$ cat config.mk
export PLATFORM = sky130hd
export DESIGN_NAME = adc_channel_sequencer
export DESIGN_NICKNAME = d
export VERILOG_FILES = /design/src/logic/seq_pkg.sv /design/src/logic/seq_fifo.sv /design/src/logic/adc_channel_sequencer.sv
export SDC_FILE = /design/constraint.sdc
export NUM_CORES = 1
export LEC_CHECK = 0
export BUFFER_PORTS_ARGS = -buffer_cell sky130_fd_sc_hd__buf_2
export CAP_MARGIN = 10
export CORE_ASPECT_RATIO = 1.25
export CORE_MARGIN = 5
export CORE_UTILIZATION = 45
export CTS_CLUSTER_DIAMETER = 100
export DETAILED_ROUTE_END_ITERATION = 12
export GPL_TIMING_DRIVEN = 0
export HOLD_SLACK_MARGIN = 0.05
export PLACE_DENSITY = 0.59
export SLEW_MARGIN = 0
export SYNTH_ARGS = -nofsm -noshare
export SYNTH_HDL_FRONTEND = slang
export SYNTH_SLANG_ARGS = --single-unit
export TNS_END_PERCENT = 1
$ cat constraint.sdc
create_clock -name clk -period 32.9 [get_ports clk]
set_input_delay 9.87 -clock clk [delete_from_list [all_inputs] [get_ports clk]]
set_output_delay 9.87 -clock clk [all_outputs]
set_load 0.02 [all_outputs]
$ cat src/logic/seq_pkg.sv
// package of constants and carrier types for the converter channel sequencer
package seq_pkg;
    // ***********************
    // widths and counts
    // ***********************
    localparam int        NUM_CH      = 8;       // channels 0..7
    localparam int        SEL_W       = 4;       // input select width, 0 = not connected
    localparam logic [3:0] SEL_NC     = 4'h0;    // select value that leaves the input open
    localparam int        RAW_W       = 12;      // converter core result width
    localparam int        RES_W       = 16;      // stored result halfword
    localparam int        WORD_W      = 32;      // memory word
    localparam int        ADDR_W      = 32;      // memory address width
    localparam int        CNT_W       = 15;      // buffer capacity width
    localparam int        OS_W        = 4;       // accumulation exponent width
    localparam int        OS_MAX      = 8;       // largest exponent honoured
    localparam int        ACC_W       = RAW_W + OS_MAX + 1; // accumulator width
    localparam int        ACQUISITION_TIME_W      = 3;       // acquisition time code width
    localparam int        RATE_W      = 11;      // rate compare field width
    localparam int        FIFO_DEPTH  = 8;       // words buffered before memory
    // ***********************
    // acquisition times in microseconds, by code
    // ***********************
    localparam int        CLK_MHZ     = 100;     // clock rate
    localparam int        ACQUISITION_TIME_US [0:5] = '{3, 5, 10, 15, 20, 40};
    localparam int        ACQ_CNT_W   = 13;      // holds 40 us of cycles
    // channel configuration fields
    typedef struct packed {
        logic              diff;      // differential mode
        logic              burst;     // burst oversampling
        logic [ACQUISITION_TIME_W-1:0] acquisition_time;      // acquisition time code
    } chan_cfg_s;
    // converter core request
    typedef struct packed {
        logic [SEL_W-1:0]  psel;      // positive source
        logic [SEL_W-1:0]  nsel;      // negative source, 0 = ground
        logic              diff;      // differential conversion
    } conv_req_s;
    // acquisition time code to cycles, codes above 5 take the longest time
    function automatic logic [ACQ_CNT_W-1:0] acq_cycles(input logic [ACQUISITION_TIME_W-1:0] code);
        int us;
        us = (code > 3'h5) ? ACQUISITION_TIME_US[5] : ACQUISITION_TIME_US[code];
        return ACQ_CNT_W'(us * CLK_MHZ);
    endfunction
endpackage

$ cat src/logic/seq_fifo.sv
// small word FIFO between the sequencer and the memory port
`timescale 1ns/1ps
`default_nettype none
module seq_fifo #(
    parameter int WIDTH = 32,                   // word width
    parameter int DEPTH = 8                     // words held
) (
    input  wire logic             clk,          // clock
    input  wire logic             rst,          // synchronous reset
    input  wire logic             in_valid,     // write request
    output logic                  in_ready,     // space left
    input  wire logic [WIDTH-1:0] in_data,      // write word
    output logic                  out_valid,    // word available
    input  wire logic             out_ready,    // reader takes word
    output logic [WIDTH-1:0]      out_data,     // read word, read straight from storage at the read index
    input  wire logic             flush         // drop contents
);
    localparam int AW = $clog2(DEPTH);
    logic [WIDTH-1:0] mem [0:DEPTH-1];          // storage
    logic [AW-1:0]    wr_reg;                   // write index
    logic [AW-1:0]    rd_reg;                   // read index
    logic [AW:0]      cnt_reg;                  // stored words
    wire  do_wr = in_valid && in_ready;         // word accepted
    wire  do_rd = out_valid && out_ready;       // word leaves
    assign in_ready  = (cnt_reg != (AW+1)'(DEPTH));
    assign out_valid = (cnt_reg != '0);
    assign out_data  = mem[rd_reg];
    // storage writes carry no reset, so they map onto plain ram
    always_ff @(posedge clk)
    begin
        if (do_wr)
            mem[wr_reg] <= in_data;
    end
    // pointers and fill count
    always_ff @(posedge clk)
    begin
        if (rst || flush)
        begin
            wr_reg  <= '0;
            rd_reg  <= '0;
            cnt_reg <= '0;
        end
        else
        begin
            if (do_wr) wr_reg <= AW'(wr_reg + 1'b1);
            if (do_rd) rd_reg <= AW'(rd_reg + 1'b1);
            cnt_reg <= (AW+1)'(cnt_reg + do_wr - do_rd);
        end
    end
endmodule // seq_fifo
`default_nettype wire

$ cat src/logic/adc_channel_sequencer.sv
// converter channel sequencer: mode selection, oversampling, result packing
`timescale 1ns/1ps
`default_nettype none
module adc_channel_sequencer
    import seq_pkg::*;
(
    input  wire logic                    clk,              // 100 MHz clock
    input  wire logic                    rst,              // synchronous reset, active high
    // ***********************
    // tasks and configuration
    // ***********************
    input  wire logic                    start_task,       // arm buffer, one-cycle pulse
    input  wire logic                    sample_task,      // sample, one-cycle pulse
    input  wire logic                    stop_task,        // stop, one-cycle pulse
    input  wire logic [NUM_CH*SEL_W-1:0] positive_input_select, // per channel positive source
    input  wire logic [NUM_CH*SEL_W-1:0] negative_input_select, // per channel negative source
    input  wire chan_cfg_s [NUM_CH-1:0]  channel_configuration, // per channel settings
    input  wire logic [OS_W-1:0]         accumulation_exponent, // oversampling exponent
    input  wire logic                    local_rate_timer, // 1 = timer mode
    input  wire logic [RATE_W-1:0]       rate_compare_field, // timer period in cycles
    input  wire logic [ADDR_W-1:0]       buffer_pointer,   // buffer base address
    input  wire logic [CNT_W-1:0]        buffer_capacity,  // results in buffer
    // ***********************
    // converter core
    // ***********************
    output var conv_req_s                conv_req,         // selected inputs
    output logic                         conv_acquire,     // sampling capacitor connected
    output logic                         conv_start,       // start conversion, pulse
    input  wire logic                    conv_done,        // conversion finished, pulse
    input  wire logic [RAW_W-1:0]        conv_result,      // signed core result
    // ***********************
    // memory write port
    // ***********************
    output logic                         mem_valid,        // write request
    input  wire logic                    mem_ready,        // write taken
    output logic [ADDR_W-1:0]            mem_addr,         // word address
    output logic [WORD_W-1:0]            mem_data,         // word data
    output logic [3:0]                   mem_strb,         // byte enables
    // ***********************
    // events and status
    // ***********************
    output logic                         started_event,    // start taken, pulse
    output logic                         done_event,       // conversion complete, pulse
    output logic                         result_ready_event, // result ready, pulse
    output logic                         end_event,        // buffer full, pulse
    output logic                         stopped_event,    // stopped, pulse
    output logic                         busy,             // sequence running
    output logic [CNT_W-1:0]             result_amount     // results sent to memory
);
    // ***********************
    // state
    // ***********************
    typedef enum logic [3:0] {
        ST_IDLE = 4'b0001,                      // waiting for a sample
        ST_ACQ  = 4'b0010,                      // capacitor connected
        ST_CONV = 4'b0100,                      // converter running
        ST_WAIT = 4'b1000                       // timer wait between samples
    } state_e;
    state_e               state_reg, state_next;  // sequencer state
    logic [2:0]           ch_reg;                 // current channel
    logic [ACQ_CNT_W-1:0] tmr_reg;                // acquisition / rate timer
    logic [ACC_W-1:0]     acc_reg [NUM_CH];       // per channel accumulator
    logic [OS_MAX:0]      os_cnt_reg [NUM_CH];    // per channel conversions gathered
    logic                 armed_reg;              // buffer open since start
    logic                 half_reg;               // low half held
    logic [RES_W-1:0]     low_reg;                // held low half
    logic [CNT_W-1:0]     queued_reg;             // results packed so far
    logic [ADDR_W-1:0]    waddr_reg;              // next word address
    logic                 timer_run_reg;          // rate timer active
    // ***********************
    // decoding
    // ***********************
    wire  [NUM_CH-1:0] ch_en;                        // enabled channels
    genvar g;
    generate
        for (g = 0; g < NUM_CH; g++)
        begin : g_en
            assign ch_en[g] = positive_input_select[g*SEL_W +: SEL_W] != SEL_NC;
        end
    endgenerate
    // next enabled channel at or above a given index, 0 flag when none
    function automatic logic [3:0] next_ch(input logic [NUM_CH-1:0] en, input int from);
        logic [3:0] r;
        r = 4'h0;
        for (int i = NUM_CH-1; i >= 0; i--)
            if (en[i] && i >= from) r = {1'b1, 3'(i)};
        return r;
    endfunction
    wire  [3:0] first_ch    = next_ch(ch_en, 0);                 // lowest enabled
    wire  [3:0] after_ch    = next_ch(ch_en, int'(ch_reg) + 1);
    wire        any_en      = first_ch[3];
    wire        scan        = $countones(ch_en) > 1;
    wire  [OS_W-1:0] os_n   = (accumulation_exponent > OS_W'(OS_MAX)) ? OS_W'(OS_MAX)
                                                                      : accumulation_exponent;
    wire  [OS_MAX:0] os_total = (OS_MAX+1)'(1) << os_n;
    wire chan_cfg_s cur_cfg = channel_configuration[ch_reg];     // follows the current channel
    wire        cur_burst   = cur_cfg.burst && (os_n != '0);
    wire  [ACC_W-1:0] acc_sum = acc_reg[ch_reg] + ACC_W'($signed(conv_result));
    wire        os_full     = (os_cnt_reg[ch_reg] + 1'b1) == os_total;
    // averaged result keeps single-sample scale, then sign extended
    wire  [ACC_W-1:0] avg   = ACC_W'($signed(acc_sum) >>> os_n);
    wire  [RES_W-1:0] res16 = RES_W'($signed(avg[RAW_W-1:0]));
    wire        fifo_ready;                                      // space for a word
    wire        fifo_valid;                                      // word waiting
    wire        take_result = (state_reg == ST_CONV) && conv_done && os_full;
    wire        room        = armed_reg && (queued_reg < buffer_capacity);
    wire        last_res    = (queued_reg + 1'b1) == buffer_capacity;
    wire        push        = take_result && room && (half_reg || last_res);
    // sample tasks are ignored while the word buffer is full
    wire        can_sample  = any_en && armed_reg && fifo_ready;
    // ***********************
    // sequencer next state
    // ***********************
    always_comb
    begin
        state_next = state_reg;
        case (state_reg)
            ST_IDLE:
                if (sample_task && can_sample)
                    state_next = ST_ACQ;
            ST_ACQ:
                if (tmr_reg == '0)
                    state_next = ST_CONV;
            ST_CONV:
                if (conv_done)
                begin
                    if (cur_burst && !os_full)
                        state_next = ST_ACQ;
                    else if (scan && after_ch[3])
                        state_next = ST_ACQ;
                    else if (timer_run_reg && !scan)
                        state_next = ST_WAIT;
                    else
                        state_next = ST_IDLE;
                end
            ST_WAIT:
                if (tmr_reg == '0)
                    state_next = fifo_ready ? ST_ACQ : ST_WAIT;
            default:
                state_next = ST_IDLE;
        endcase
        if (stop_task || end_event)
            state_next = ST_IDLE;
    end
    // ***********************
    // sequencer registers
    // ***********************
    always_ff @(posedge clk)
    begin
        if (rst)
        begin
            state_reg     <= ST_IDLE;
            ch_reg        <= 3'h0;
            tmr_reg       <= '0;
            timer_run_reg <= 1'b0;
        end
        else
        begin
            state_reg <= state_next;
            // channel loads on entry to acquisition from idle or on a scan step, timer loads on entry to acquisition or wait
            if (state_reg == ST_IDLE && state_next == ST_ACQ)
            begin
                ch_reg        <= first_ch[2:0];
                tmr_reg       <= acq_cycles(channel_configuration[first_ch[2:0]].acquisition_time);
                timer_run_reg <= local_rate_timer;
            end
            else if (state_reg == ST_CONV && state_next == ST_ACQ)
            begin
                if (!(cur_burst && !os_full))
                    ch_reg <= after_ch[2:0];
                tmr_reg <= acq_cycles(channel_configuration[
                           (cur_burst && !os_full) ? ch_reg : after_ch[2:0]].acquisition_time);
            end
            else if (state_next == ST_WAIT && state_reg == ST_CONV)
                tmr_reg <= ACQ_CNT_W'(rate_compare_field);
            else if (state_reg == ST_WAIT && state_next == ST_ACQ)
                tmr_reg <= acq_cycles(cur_cfg.acquisition_time);
            else if (tmr_reg != '0)
                tmr_reg <= ACQ_CNT_W'(tmr_reg - 1'b1);
            if (stop_task)
                timer_run_reg <= 1'b0;
        end
    end
    // ***********************
    // accumulators
    // ***********************
    always_ff @(posedge clk)
    begin
        for (int i = 0; i < NUM_CH; i++)
        begin
            if (rst || start_task || stop_task)
            begin
                acc_reg[i]    <= '0;
                os_cnt_reg[i] <= '0;
            end
            else if (state_reg == ST_CONV && conv_done && ch_reg == 3'(i))
            begin
                acc_reg[i]    <= os_full ? '0 : acc_sum;
                os_cnt_reg[i] <= os_full ? '0 : (OS_MAX+1)'(os_cnt_reg[i] + 1'b1);
            end
        end
    end
    // ***********************
    // packing and events
    // ***********************
    always_ff @(posedge clk)
    begin
        if (rst)
        begin
            armed_reg          <= 1'b0;
            half_reg           <= 1'b0;
            low_reg            <= '0;
            queued_reg         <= '0;
            waddr_reg          <= '0;
            started_event      <= 1'b0;
            done_event         <= 1'b0;
            result_ready_event <= 1'b0;
            end_event          <= 1'b0;
            stopped_event      <= 1'b0;
        end
        else
        begin
            started_event      <= start_task;
            stopped_event      <= stop_task;
            done_event         <= (state_reg == ST_CONV) && conv_done;
            result_ready_event <= take_result;
            end_event          <= take_result && room && last_res;
            if (start_task)
            begin
                armed_reg  <= 1'b1;
                half_reg   <= 1'b0;
                queued_reg <= '0;
                waddr_reg  <= buffer_pointer;
            end
            else if (stop_task || end_event)
                armed_reg <= 1'b0;
            else if (take_result && room)
            begin
                queued_reg <= CNT_W'(queued_reg + 1'b1);
                half_reg   <= !half_reg && !last_res;
                low_reg    <= res16;
                if (push)
                    waddr_reg <= ADDR_W'(waddr_reg + 32'h0000_0004);
            end
        end
    end
    // low half first, odd last result alone in low half
    wire [WORD_W-1:0] word_in = half_reg ? {res16, low_reg}
                                         : {{RES_W{1'b0}}, res16};
    wire [3:0]        strb_in = half_reg ? 4'hF : 4'h3;
    wire [WORD_W+ADDR_W+3:0] f_out;
    seq_fifo #(
        .WIDTH (WORD_W + ADDR_W + 4),
        .DEPTH (FIFO_DEPTH)
    ) u_fifo (
        .clk       (clk),
        .rst       (rst),
        .in_valid  (push),
        .in_ready  (fifo_ready),
        .in_data   ({strb_in, waddr_reg, word_in}),
        .out_valid (fifo_valid),
        .out_ready (!mem_valid || mem_ready),
        .out_data  (f_out),
        .flush     (1'b0)
    );
    // ***********************
    // registered outputs
    // ***********************
    always_ff @(posedge clk)
    begin
        if (rst)
        begin
            mem_valid     <= 1'b0;
            mem_addr      <= '0;
            mem_data      <= '0;
            mem_strb      <= 4'h0;
            conv_req      <= '0;
            conv_acquire  <= 1'b0;
            conv_start    <= 1'b0;
            busy          <= 1'b0;
            result_amount <= '0;
        end
        else
        begin
            if (!mem_valid || mem_ready)
            begin
                mem_valid <= fifo_valid;
                {mem_strb, mem_addr, mem_data} <= f_out;
            end
            if (start_task)
                result_amount <= '0;
            else if (mem_valid && mem_ready)
                result_amount <= CNT_W'(result_amount + (mem_strb[3] ? 2'd2 : 2'd1));
            conv_req.psel <= positive_input_select[ch_reg*SEL_W +: SEL_W];
            conv_req.diff <= cur_cfg.diff;
            conv_req.nsel <= cur_cfg.diff ? negative_input_select[ch_reg*SEL_W +: SEL_W]
                                          : SEL_NC;
            conv_acquire  <= (state_reg == ST_ACQ);
            conv_start    <= (state_reg == ST_ACQ) && (tmr_reg == '0);
            busy          <= (state_next != ST_IDLE);
        end
    end
endmodule // adc_channel_sequencer
`default_nettype wire

After elaboration in Yosys (flattened, before gate mapping)
Memory sizes are Yosys's and may differ from the RTL's. A register that Yosys moved wholly into a read port is not among the register bits.
Cells that the tools add are included.
{"block": "op_classes", "eq_ne": 18, "reduce_logical": 74, "n_mux": 116, "bitwise": 22, "mul": 3, "shifts": 4, "addsub": 26, "order_cmp": 20}
{"operator": "32-bit two-way mux", "count": 14}
{"operator": "21-bit two-way mux", "count": 9}
{"operator": "9-bit two-way mux", "count": 16}
{"operator": "4-bit two-way mux", "count": 27}
{"operator": "32-bit by 6-bit multiplier with 11-bit output (second input constant)", "count": 3}
{"operator": "9-bit by 1-bit adder with 9-bit output (second input constant)", "count": 9}
{"operator": "13-bit two-way mux", "count": 5}
{"operator": "32-bit by 6-bit indexed part select with 4-bit output", "count": 2}
{"operator": "5-bit binary-select mux with 3-bit select", "count": 3}
{"operator": "4-bit nonzero test", "count": 10}
{"operator": "1-bit logical AND", "count": 38}
{"operator": "32-bit by 3-bit adder with 32-bit output (second input constant)", "count": 1}
{"operator": "1-bit two-way mux", "count": 30}
{"operator": "3-bit two-way mux", "count": 9}
{"operator": "21-bit adder", "count": 1}
{"operator": "21-bit by 4-bit >>> shifter with 12-bit output", "count": 1}
{"operator": "3-bit by 4-bit greater-or-equal comparator with 1-bit output (first input constant)", "count": 4}
{"operator": "1-bit OR", "count": 16}
{"operator": "4-bit case mux with 4 select lines", "count": 1}
{"operator": "15-bit by 1-bit adder with 15-bit output (second input constant)", "count": 1}
{"operator": "15-bit by 2-bit adder with 15-bit output", "count": 1}
{"operator": "15-bit == test", "count": 1}
{"operator": "15-bit < comparator", "count": 1}
{"operator": "13-bit zero test", "count": 1}
{"operator": "other kinds (42)", "count": 79}
{"block": "word_totals", "out_inout_bits": 101, "register_bits": 125, "inputBits": 186, "mem_count": 6, "mem_bits_rw": 784, "rom_bits": 768, "wordCells": 315}
{"memory": "u_fifo.mem", "words": 8, "width": 68, "rd": 1, "rd_ports_with_merged_regs": 1, "write_ports": 1, "line_no": "seq_fifo.sv:19", "rtl": "logic [WIDTH-1:0] mem [0:DEPTH-1];"}
{"memory": "(no name shown)", "words": 8, "width": 32, "rd": 1, "rd_ports_with_merged_regs": 0, "write_ports": 0, "line_no": "seq_pkg.sv:41", "rtl": "us = (code > 3'h5) ? ACQUISITION_TIME_US[5] : ACQUISITION_TIME_US[code];"}
{"memory": "(no name shown)", "words": 8, "width": 32, "rd": 1, "rd_ports_with_merged_regs": 0, "write_ports": 0, "line_no": "seq_pkg.sv:41"}
{"memory": "(no name shown)", "words": 8, "width": 32, "rd": 1, "rd_ports_with_merged_regs": 0, "write_ports": 0, "line_no": "seq_pkg.sv:41"}
{"memory": "acc_reg", "words": 8, "width": 21, "rd": 1, "rd_ports_with_merged_regs": 1, "write_ports": 8, "line_no": "adc_channel_sequencer.sv:62", "rtl": "logic [ACC_W-1:0] acc_reg [NUM_CH];"}
{"memory": "os_cnt_reg", "words": 8, "width": 9, "rd": 9, "rd_ports_with_merged_regs": 1, "write_ports": 8, "line_no": "adc_channel_sequencer.sv:63", "rtl": "logic [OS_MAX:0] os_cnt_reg [NUM_CH];"}

Logic depth before layout (Yosys ltp)
{"block": "depth", "depth_word": 23, "ltp_mapped": 34, "mapped_depth_nobuf": 30}

Hierarchy
Synthesis repeated with hierarchy kept, for this count alone.
{"block": "hier_totals", "cells_unflattened": 3399, "hier_area_um2": 46165.5}
{"mod": "adc_channel_sequencer", "area_per_inst_um2": 25079.1, "cells_per_inst": 2534, "instances": 1, "seq_area_each_um2": 10690.3}
{"mod": "seq_fifo", "area_per_inst_um2": 21086.5, "cells_per_inst": 865, "instances": 1, "seq_area_each_um2": 16595.9}

Worst setup path after synthesis
No wires, ideal clock.
{"block": "synth_timing", "kind": "in2reg", "start": "input accumulation_exponent[3]", "end": "memory u_fifo.mem[2][0] in the netlist's numbering, enable pin", "path_stages": 12, "setup_slack_ps": 15617, "n_path_buf": 2, "arrival_time_ps": 16729, "setup_ps": 554, "required_time_ps": 32346, "cell_sequence": "clkbuf_1 or4_1 clkbuf_1 nor2_1 mux2i_1 nor2_1 a2bb2oi_1 nor4_2 nand2_1 or3_1 or3_1 nor3b_1"}
{"block": "synth_between", "elab_chain_len": 10}
{"item": "start: declaration", "line_no": "adc_channel_sequencer.sv:18", "rtl": "input wire logic [OS_W-1:0] accumulation_exponent,"}
{"item": "4-bit greater-than comparator", "line_no": "adc_channel_sequencer.sv:93", "rtl": "wire [OS_W-1:0] os_n = (accumulation_exponent > OS_W'(OS_MAX)) ? OS_W'(OS_MAX)"}
{"item": "4-bit two-way mux (*)", "line_no": "adc_channel_sequencer.sv:93"}
{"item": "1-bit by 4-bit left shift with 9-bit output (*)", "line_no": "adc_channel_sequencer.sv:95", "rtl": "wire [OS_MAX:0] os_total = (OS_MAX+1)'(1) << os_n;"}
{"item": "9-bit == test (*)", "line_no": "adc_channel_sequencer.sv:99", "rtl": "wire os_full = (os_cnt_reg[ch_reg] + 1'b1) == os_total;"}
{"item": "1-bit logical AND (*)", "line_no": "adc_channel_sequencer.sv:105", "rtl": "wire take_result = (state_reg == ST_CONV) && conv_done && os_full;"}
{"item": "1-bit logical AND (*) (2 in a row)", "line_no": "adc_channel_sequencer.sv:108", "rtl": "wire push = take_result && room && (half_reg || last_res);"}
{"item": "1-bit logical AND (*)", "line_no": "seq_fifo.sv:23", "rtl": "wire do_wr = in_valid && in_ready;"}
{"item": "1-bit two-way mux (*)", "line_no": "seq_fifo.sv:31", "rtl": "if (do_wr)"}
{"item": "1-bit two-way mux (implied by the code) (*)", "line_no": "seq_fifo.sv:32", "rtl": "mem[wr_reg] <= in_data;"}
{"item": "end: declaration", "line_no": "seq_fifo.sv:19"}
Every way passes the cells marked *; elsewhere a longest branch is shown, timed or not.

Final worst setup path
{"block": "layout_timing", "start": "input accumulation_exponent[2]", "end": "register tmr_reg[12]"}
{"block": "layout_between", "elab_chain_len": 17, "elab_cells_between_ends": 33, "classes_between": "1 x mul; 2 x order compare; 3 x eq/ne; 1 x shift; 15 x mux; 1 x bitwise; 9 x reduce/logical; 1 x memory"}
{"item": "4-bit greater-than comparator", "line_no": "adc_channel_sequencer.sv:93"}
{"item": "4-bit two-way mux (*)", "line_no": "adc_channel_sequencer.sv:93"}
{"item": "1-bit by 4-bit left shift with 9-bit output", "line_no": "adc_channel_sequencer.sv:95"}
{"item": "9-bit == test", "line_no": "adc_channel_sequencer.sv:99"}
{"item": "1-bit zero test", "line_no": "adc_channel_sequencer.sv:127, adc_channel_sequencer.sv:172"}
{"item": "1-bit logical AND (*)", "line_no": "adc_channel_sequencer.sv:127, adc_channel_sequencer.sv:172"}
{"item": "3-bit two-way mux"}
{"item": "5-bit binary-select mux with 3-bit select", "line_no": "adc_channel_sequencer.sv:171", "rtl": "tmr_reg <= acq_cycles(channel_configuration["}
{"item": "3-bit two-way mux", "line_no": "adc_channel_sequencer.sv:172", "rtl": "(cur_burst && !os_full) ? ch_reg : after_ch[2:0]].acquisition_time);"}
{"item": "3-bit NOT with 4-bit output (implied by the code)", "line_no": "seq_pkg.sv:41"}
{"item": "memory 8 x 32 bit"}
{"item": "32-bit two-way mux (implied by the code) (2 in a row)", "line_no": "seq_pkg.sv:41"}
{"item": "32-bit two-way mux", "line_no": "seq_pkg.sv:41"}
{"item": "32-bit by 6-bit multiplier with 11-bit output", "line_no": "seq_pkg.sv:42", "rtl": "return ACQ_CNT_W'(us * CLK_MHZ);"}
{"item": "13-bit two-way mux", "line_no": "adc_channel_sequencer.sv:167", "rtl": "else if (state_reg == ST_CONV && state_next == ST_ACQ)"}
{"item": "13-bit two-way mux", "line_no": "adc_channel_sequencer.sv:161", "rtl": "if (state_reg == ST_IDLE && state_next == ST_ACQ)"}
{"item": "end signal: assignment", "line_no": "adc_channel_sequencer.sv:164", "rtl": "tmr_reg <= acq_cycles(channel_configuration[first_ch[2:0]].acquisition_time);"}
{"item": "end signal: assignment", "line_no": "adc_channel_sequencer.sv:171"}
{"item": "end signal: assignment", "line_no": "adc_channel_sequencer.sv:175", "rtl": "tmr_reg <= ACQ_CNT_W'(rate_compare_field);"}
{"item": "end: declaration", "line_no": "adc_channel_sequencer.sv:61", "rtl": "logic [ACQ_CNT_W-1:0] tmr_reg;"}
Every way passes the cells marked *; elsewhere a longest branch is shown, timed or not. The select of a mux whose other input is x is not followed.
A chain may end at the register's enable or synchronous reset.

==> results.ini <==
[timing]
setup_slack_ps=16430
skew_ps=33.2
max_freq_ghz=0.0607
drv_slew=0
hold_violations=0
tightest_slew_ps=1190
slew_headroom_pct=20.8
setup_tns_ps=0
final-setup-viol-count=0
rsz0062_at_grt=false
fin_crit_sh_pct=50.1
min_period_ps=16470

[global_routing]
antenna_found_initial=7
grt_first_pass_wirelength_mm=175
grt_pass1_vias=27800
grt_usage_pct=23.1
grt_start_max_net_pins=29
grt-ovfl-total=0

[floorplan]
initial_core_util_pct=45.2
die_x_um=283
die_area_um2=99400
die_y_um=351
core-area_um2=92700
pin_count=287
row_count=125

[critical_path]
end_kind=register
cp_max_fo=10
cp_slowest_cell=o41ai_1
cp.required_ps=33460
start_kind=input pin
crit_path_max_incr_delay_ps=1040
cp_data_arrival_time_ps=17040
crit_type=in2reg
crit_top_cell=ha_1

[yosys]
synth_nets=3469
synth_edf_count=688
synthFlopType=edfxtp_1
synth-seq-area-share_pct=58.2
synth_top_area_share_pct=49.3
avgSynthCellArea_um2=13.3
netlist_area_um2=41900
ys_ff_latch=874
synth_top_cell_by_area=edfxtp_1
synthArstFlopShare_pct=0
yosysUniqueCellTypes=84
synthTopCellsByArea=edfxtp_1 49%, mux4_2 11%, dfxtp_1 8.9%, nor2_1 3.9%, ha_1 3.8%
syn_inst=3144
ys_warn_count=0

[cells_and_area]
nNetsFinal=3901
fin_util_pct=52.5
area_growth_pct=16.2
largest_reg_flops=456
layout-drive-gt1-share_pct=21.6

[placed_design]
globalplace.congestion=0.893
port_buffers=284
place_ws_ps=15860
dp_hpwl_mm=84.9

[worst_hold_path]
hold_class=reg2reg

[cts]
ctsResizeCount=0
cts_max_level=3
post-cts-setup-buffers=0
cts_root_buf=clkbuf_16
cts_hold_buf=0
cts_sinks=874
cts_tree=built
clockBufferDepth=3
cts_buffers=89
clock_latency_ps=660
clk_pin_slew_ps=60

[drt]
finalWirelength_mm=117
drt_iter0_drc=2181
viasPerCell=5.72
final_antenna_net_count=0
vias=27800
wire_per_inst_um=24.1
drc=0
drt-pass1-iter-count=6

[flow_run]
max_cap_violations=0

[pwr]
power_density_nw_per_um2=59.0
ir_drop_mv=0.0491
leakage_nw=18.1

[outcome]
status=complete, no violations

-- path summary, 6_finish.rpt --
path,start,to,slack [ps],depth (start not counted)
max,accumulation_exponent[2],tmr_reg[12]$_SDFFE_PP0P_,16430,27
min,low_reg[0]$_SDFFE_PP0P_,low_reg[0]$_SDFFE_PP0P_,450,2
max reg2reg,register,tmr_reg[12]$_SDFFE_PP0P_,23940,29
min reg2reg,low_reg[0]$_SDFFE_PP0P_,low_reg[0]$_SDFFE_PP0P_,450,2
-- where the power goes --
group / leakage, nW / internal (mW) / switching [mW]
registers: 8.51 / 1.24 / 0.0408
clock network: 1.47 / 0.604 / 0.439
logic: 8.07 / 0.235 / 0.321
total: 18.1 / 2.08 / 0.800
-- stage by stage --
| stage | cell area (um^2) | hold slack [ps] | power (mW) | std cells |
|---|---|---|---|---|
| final | 48700 | 452 | 2.87 | 4861 |
| after global routing | 48700 | 478 | 3.00 | 4861 |
| after CTS | 48700 | 455 | 2.90 | 4859 |
| after detailed placement | 45700 | 447 | 1.86 | 4691 |
| after global placement | 44800 | 439 | 1.86 | 4634 |
| after floorplan | 41900 | 432 | 1.67 | 3144 |
-- per-layer routing --
layer	vias up	track usage, %	wire, um
li1	12700	-	-
met1	13900	29.5	46700
met2	937	41.2	60400
met3	202	3.37	6760
met4	4	6.71	3370
met5	-	0	34
-- layout make-up --
class / count / area (um^2)
sequential: 874 / 24400
tap: 1206 / 1510
fill: 7997 / 44100
multi-input combinational: 1985 / 16400
buffer: 181 / 754
clock inverter: 40 / 414
inverter: 104 / 390
clock buffer: 128 / 2610
timing repair buffer: 341 / 2190
antenna: 2 / 5.00
-- cell families after synthesis --
| group | Yosys count | share of synthesized area, % |
|---|---|---|
| buffers and inverters | 285 | 2.73 |
| AO/OA/AOI/OAI | 378 | 6.09 |
| multiplexers | 348 | 14.6 |
| flip-flops | 874 | 58.2 |
| XOR/XNOR | 175 | 3.66 |
| adder cells (fa/ha/maj) | 139 | 4.38 |
| AND/OR/NAND/NOR | 945 | 10.3 |
-- worst max-delay path: cells and delay by family --
family                   cells  cell delay [ps]
multiplexers                 1              340
AND/OR/NAND/NOR              8             1840
AO/OA/AOI/OAI                7             2180
buffers and inverters        5             1050
adder cells (fa/ha/maj)      5             1620
XOR/XNOR                     1              120
-- synthesized netlist by cell type (47+ instances only) --
cell type  instances
mux2i_1           98
nor2_1           433
inv_1             99
xnor2_1           76
ha_1             126
a211oi_1          86
edfxtp_1         688
nand3_1           78
dfxtp_1          186
o21ai_0           57
nor3_1            47
mux4_2           206
xor2_1            99
clkbuf_1         134
nand2_1          165
a21oi_1           98
-- cell usage in the layout, fill, tap and decap left out, types with 13 or more instances in the layout --
cell / instances
a211oi_1: 86
a21o_1: 15
a21oi_1: 98
and2_1: 27
and3_1: 40
buf_1: 27
buf_2: 290
buf_4: 15
buf_6: 36
clkbuf_1: 161
clkbuf_16: 99
clkinv_1: 13
dfxtp_1: 186
edfxtp_1: 688
fa_1: 13
ha_1: 126
inv_1: 99
mux2_2: 43
mux2i_1: 98
mux4_2: 206
nand2_1: 157
nand3_1: 78
nand4_1: 38
nor2_1: 431
nor2b_1: 28
nor3_1: 45
nor4_1: 19
o21ai_0: 57
or2_2: 14
or3_1: 19
xnor2_1: 76
xor2_1: 99
(Power assumes the default switching activity.)
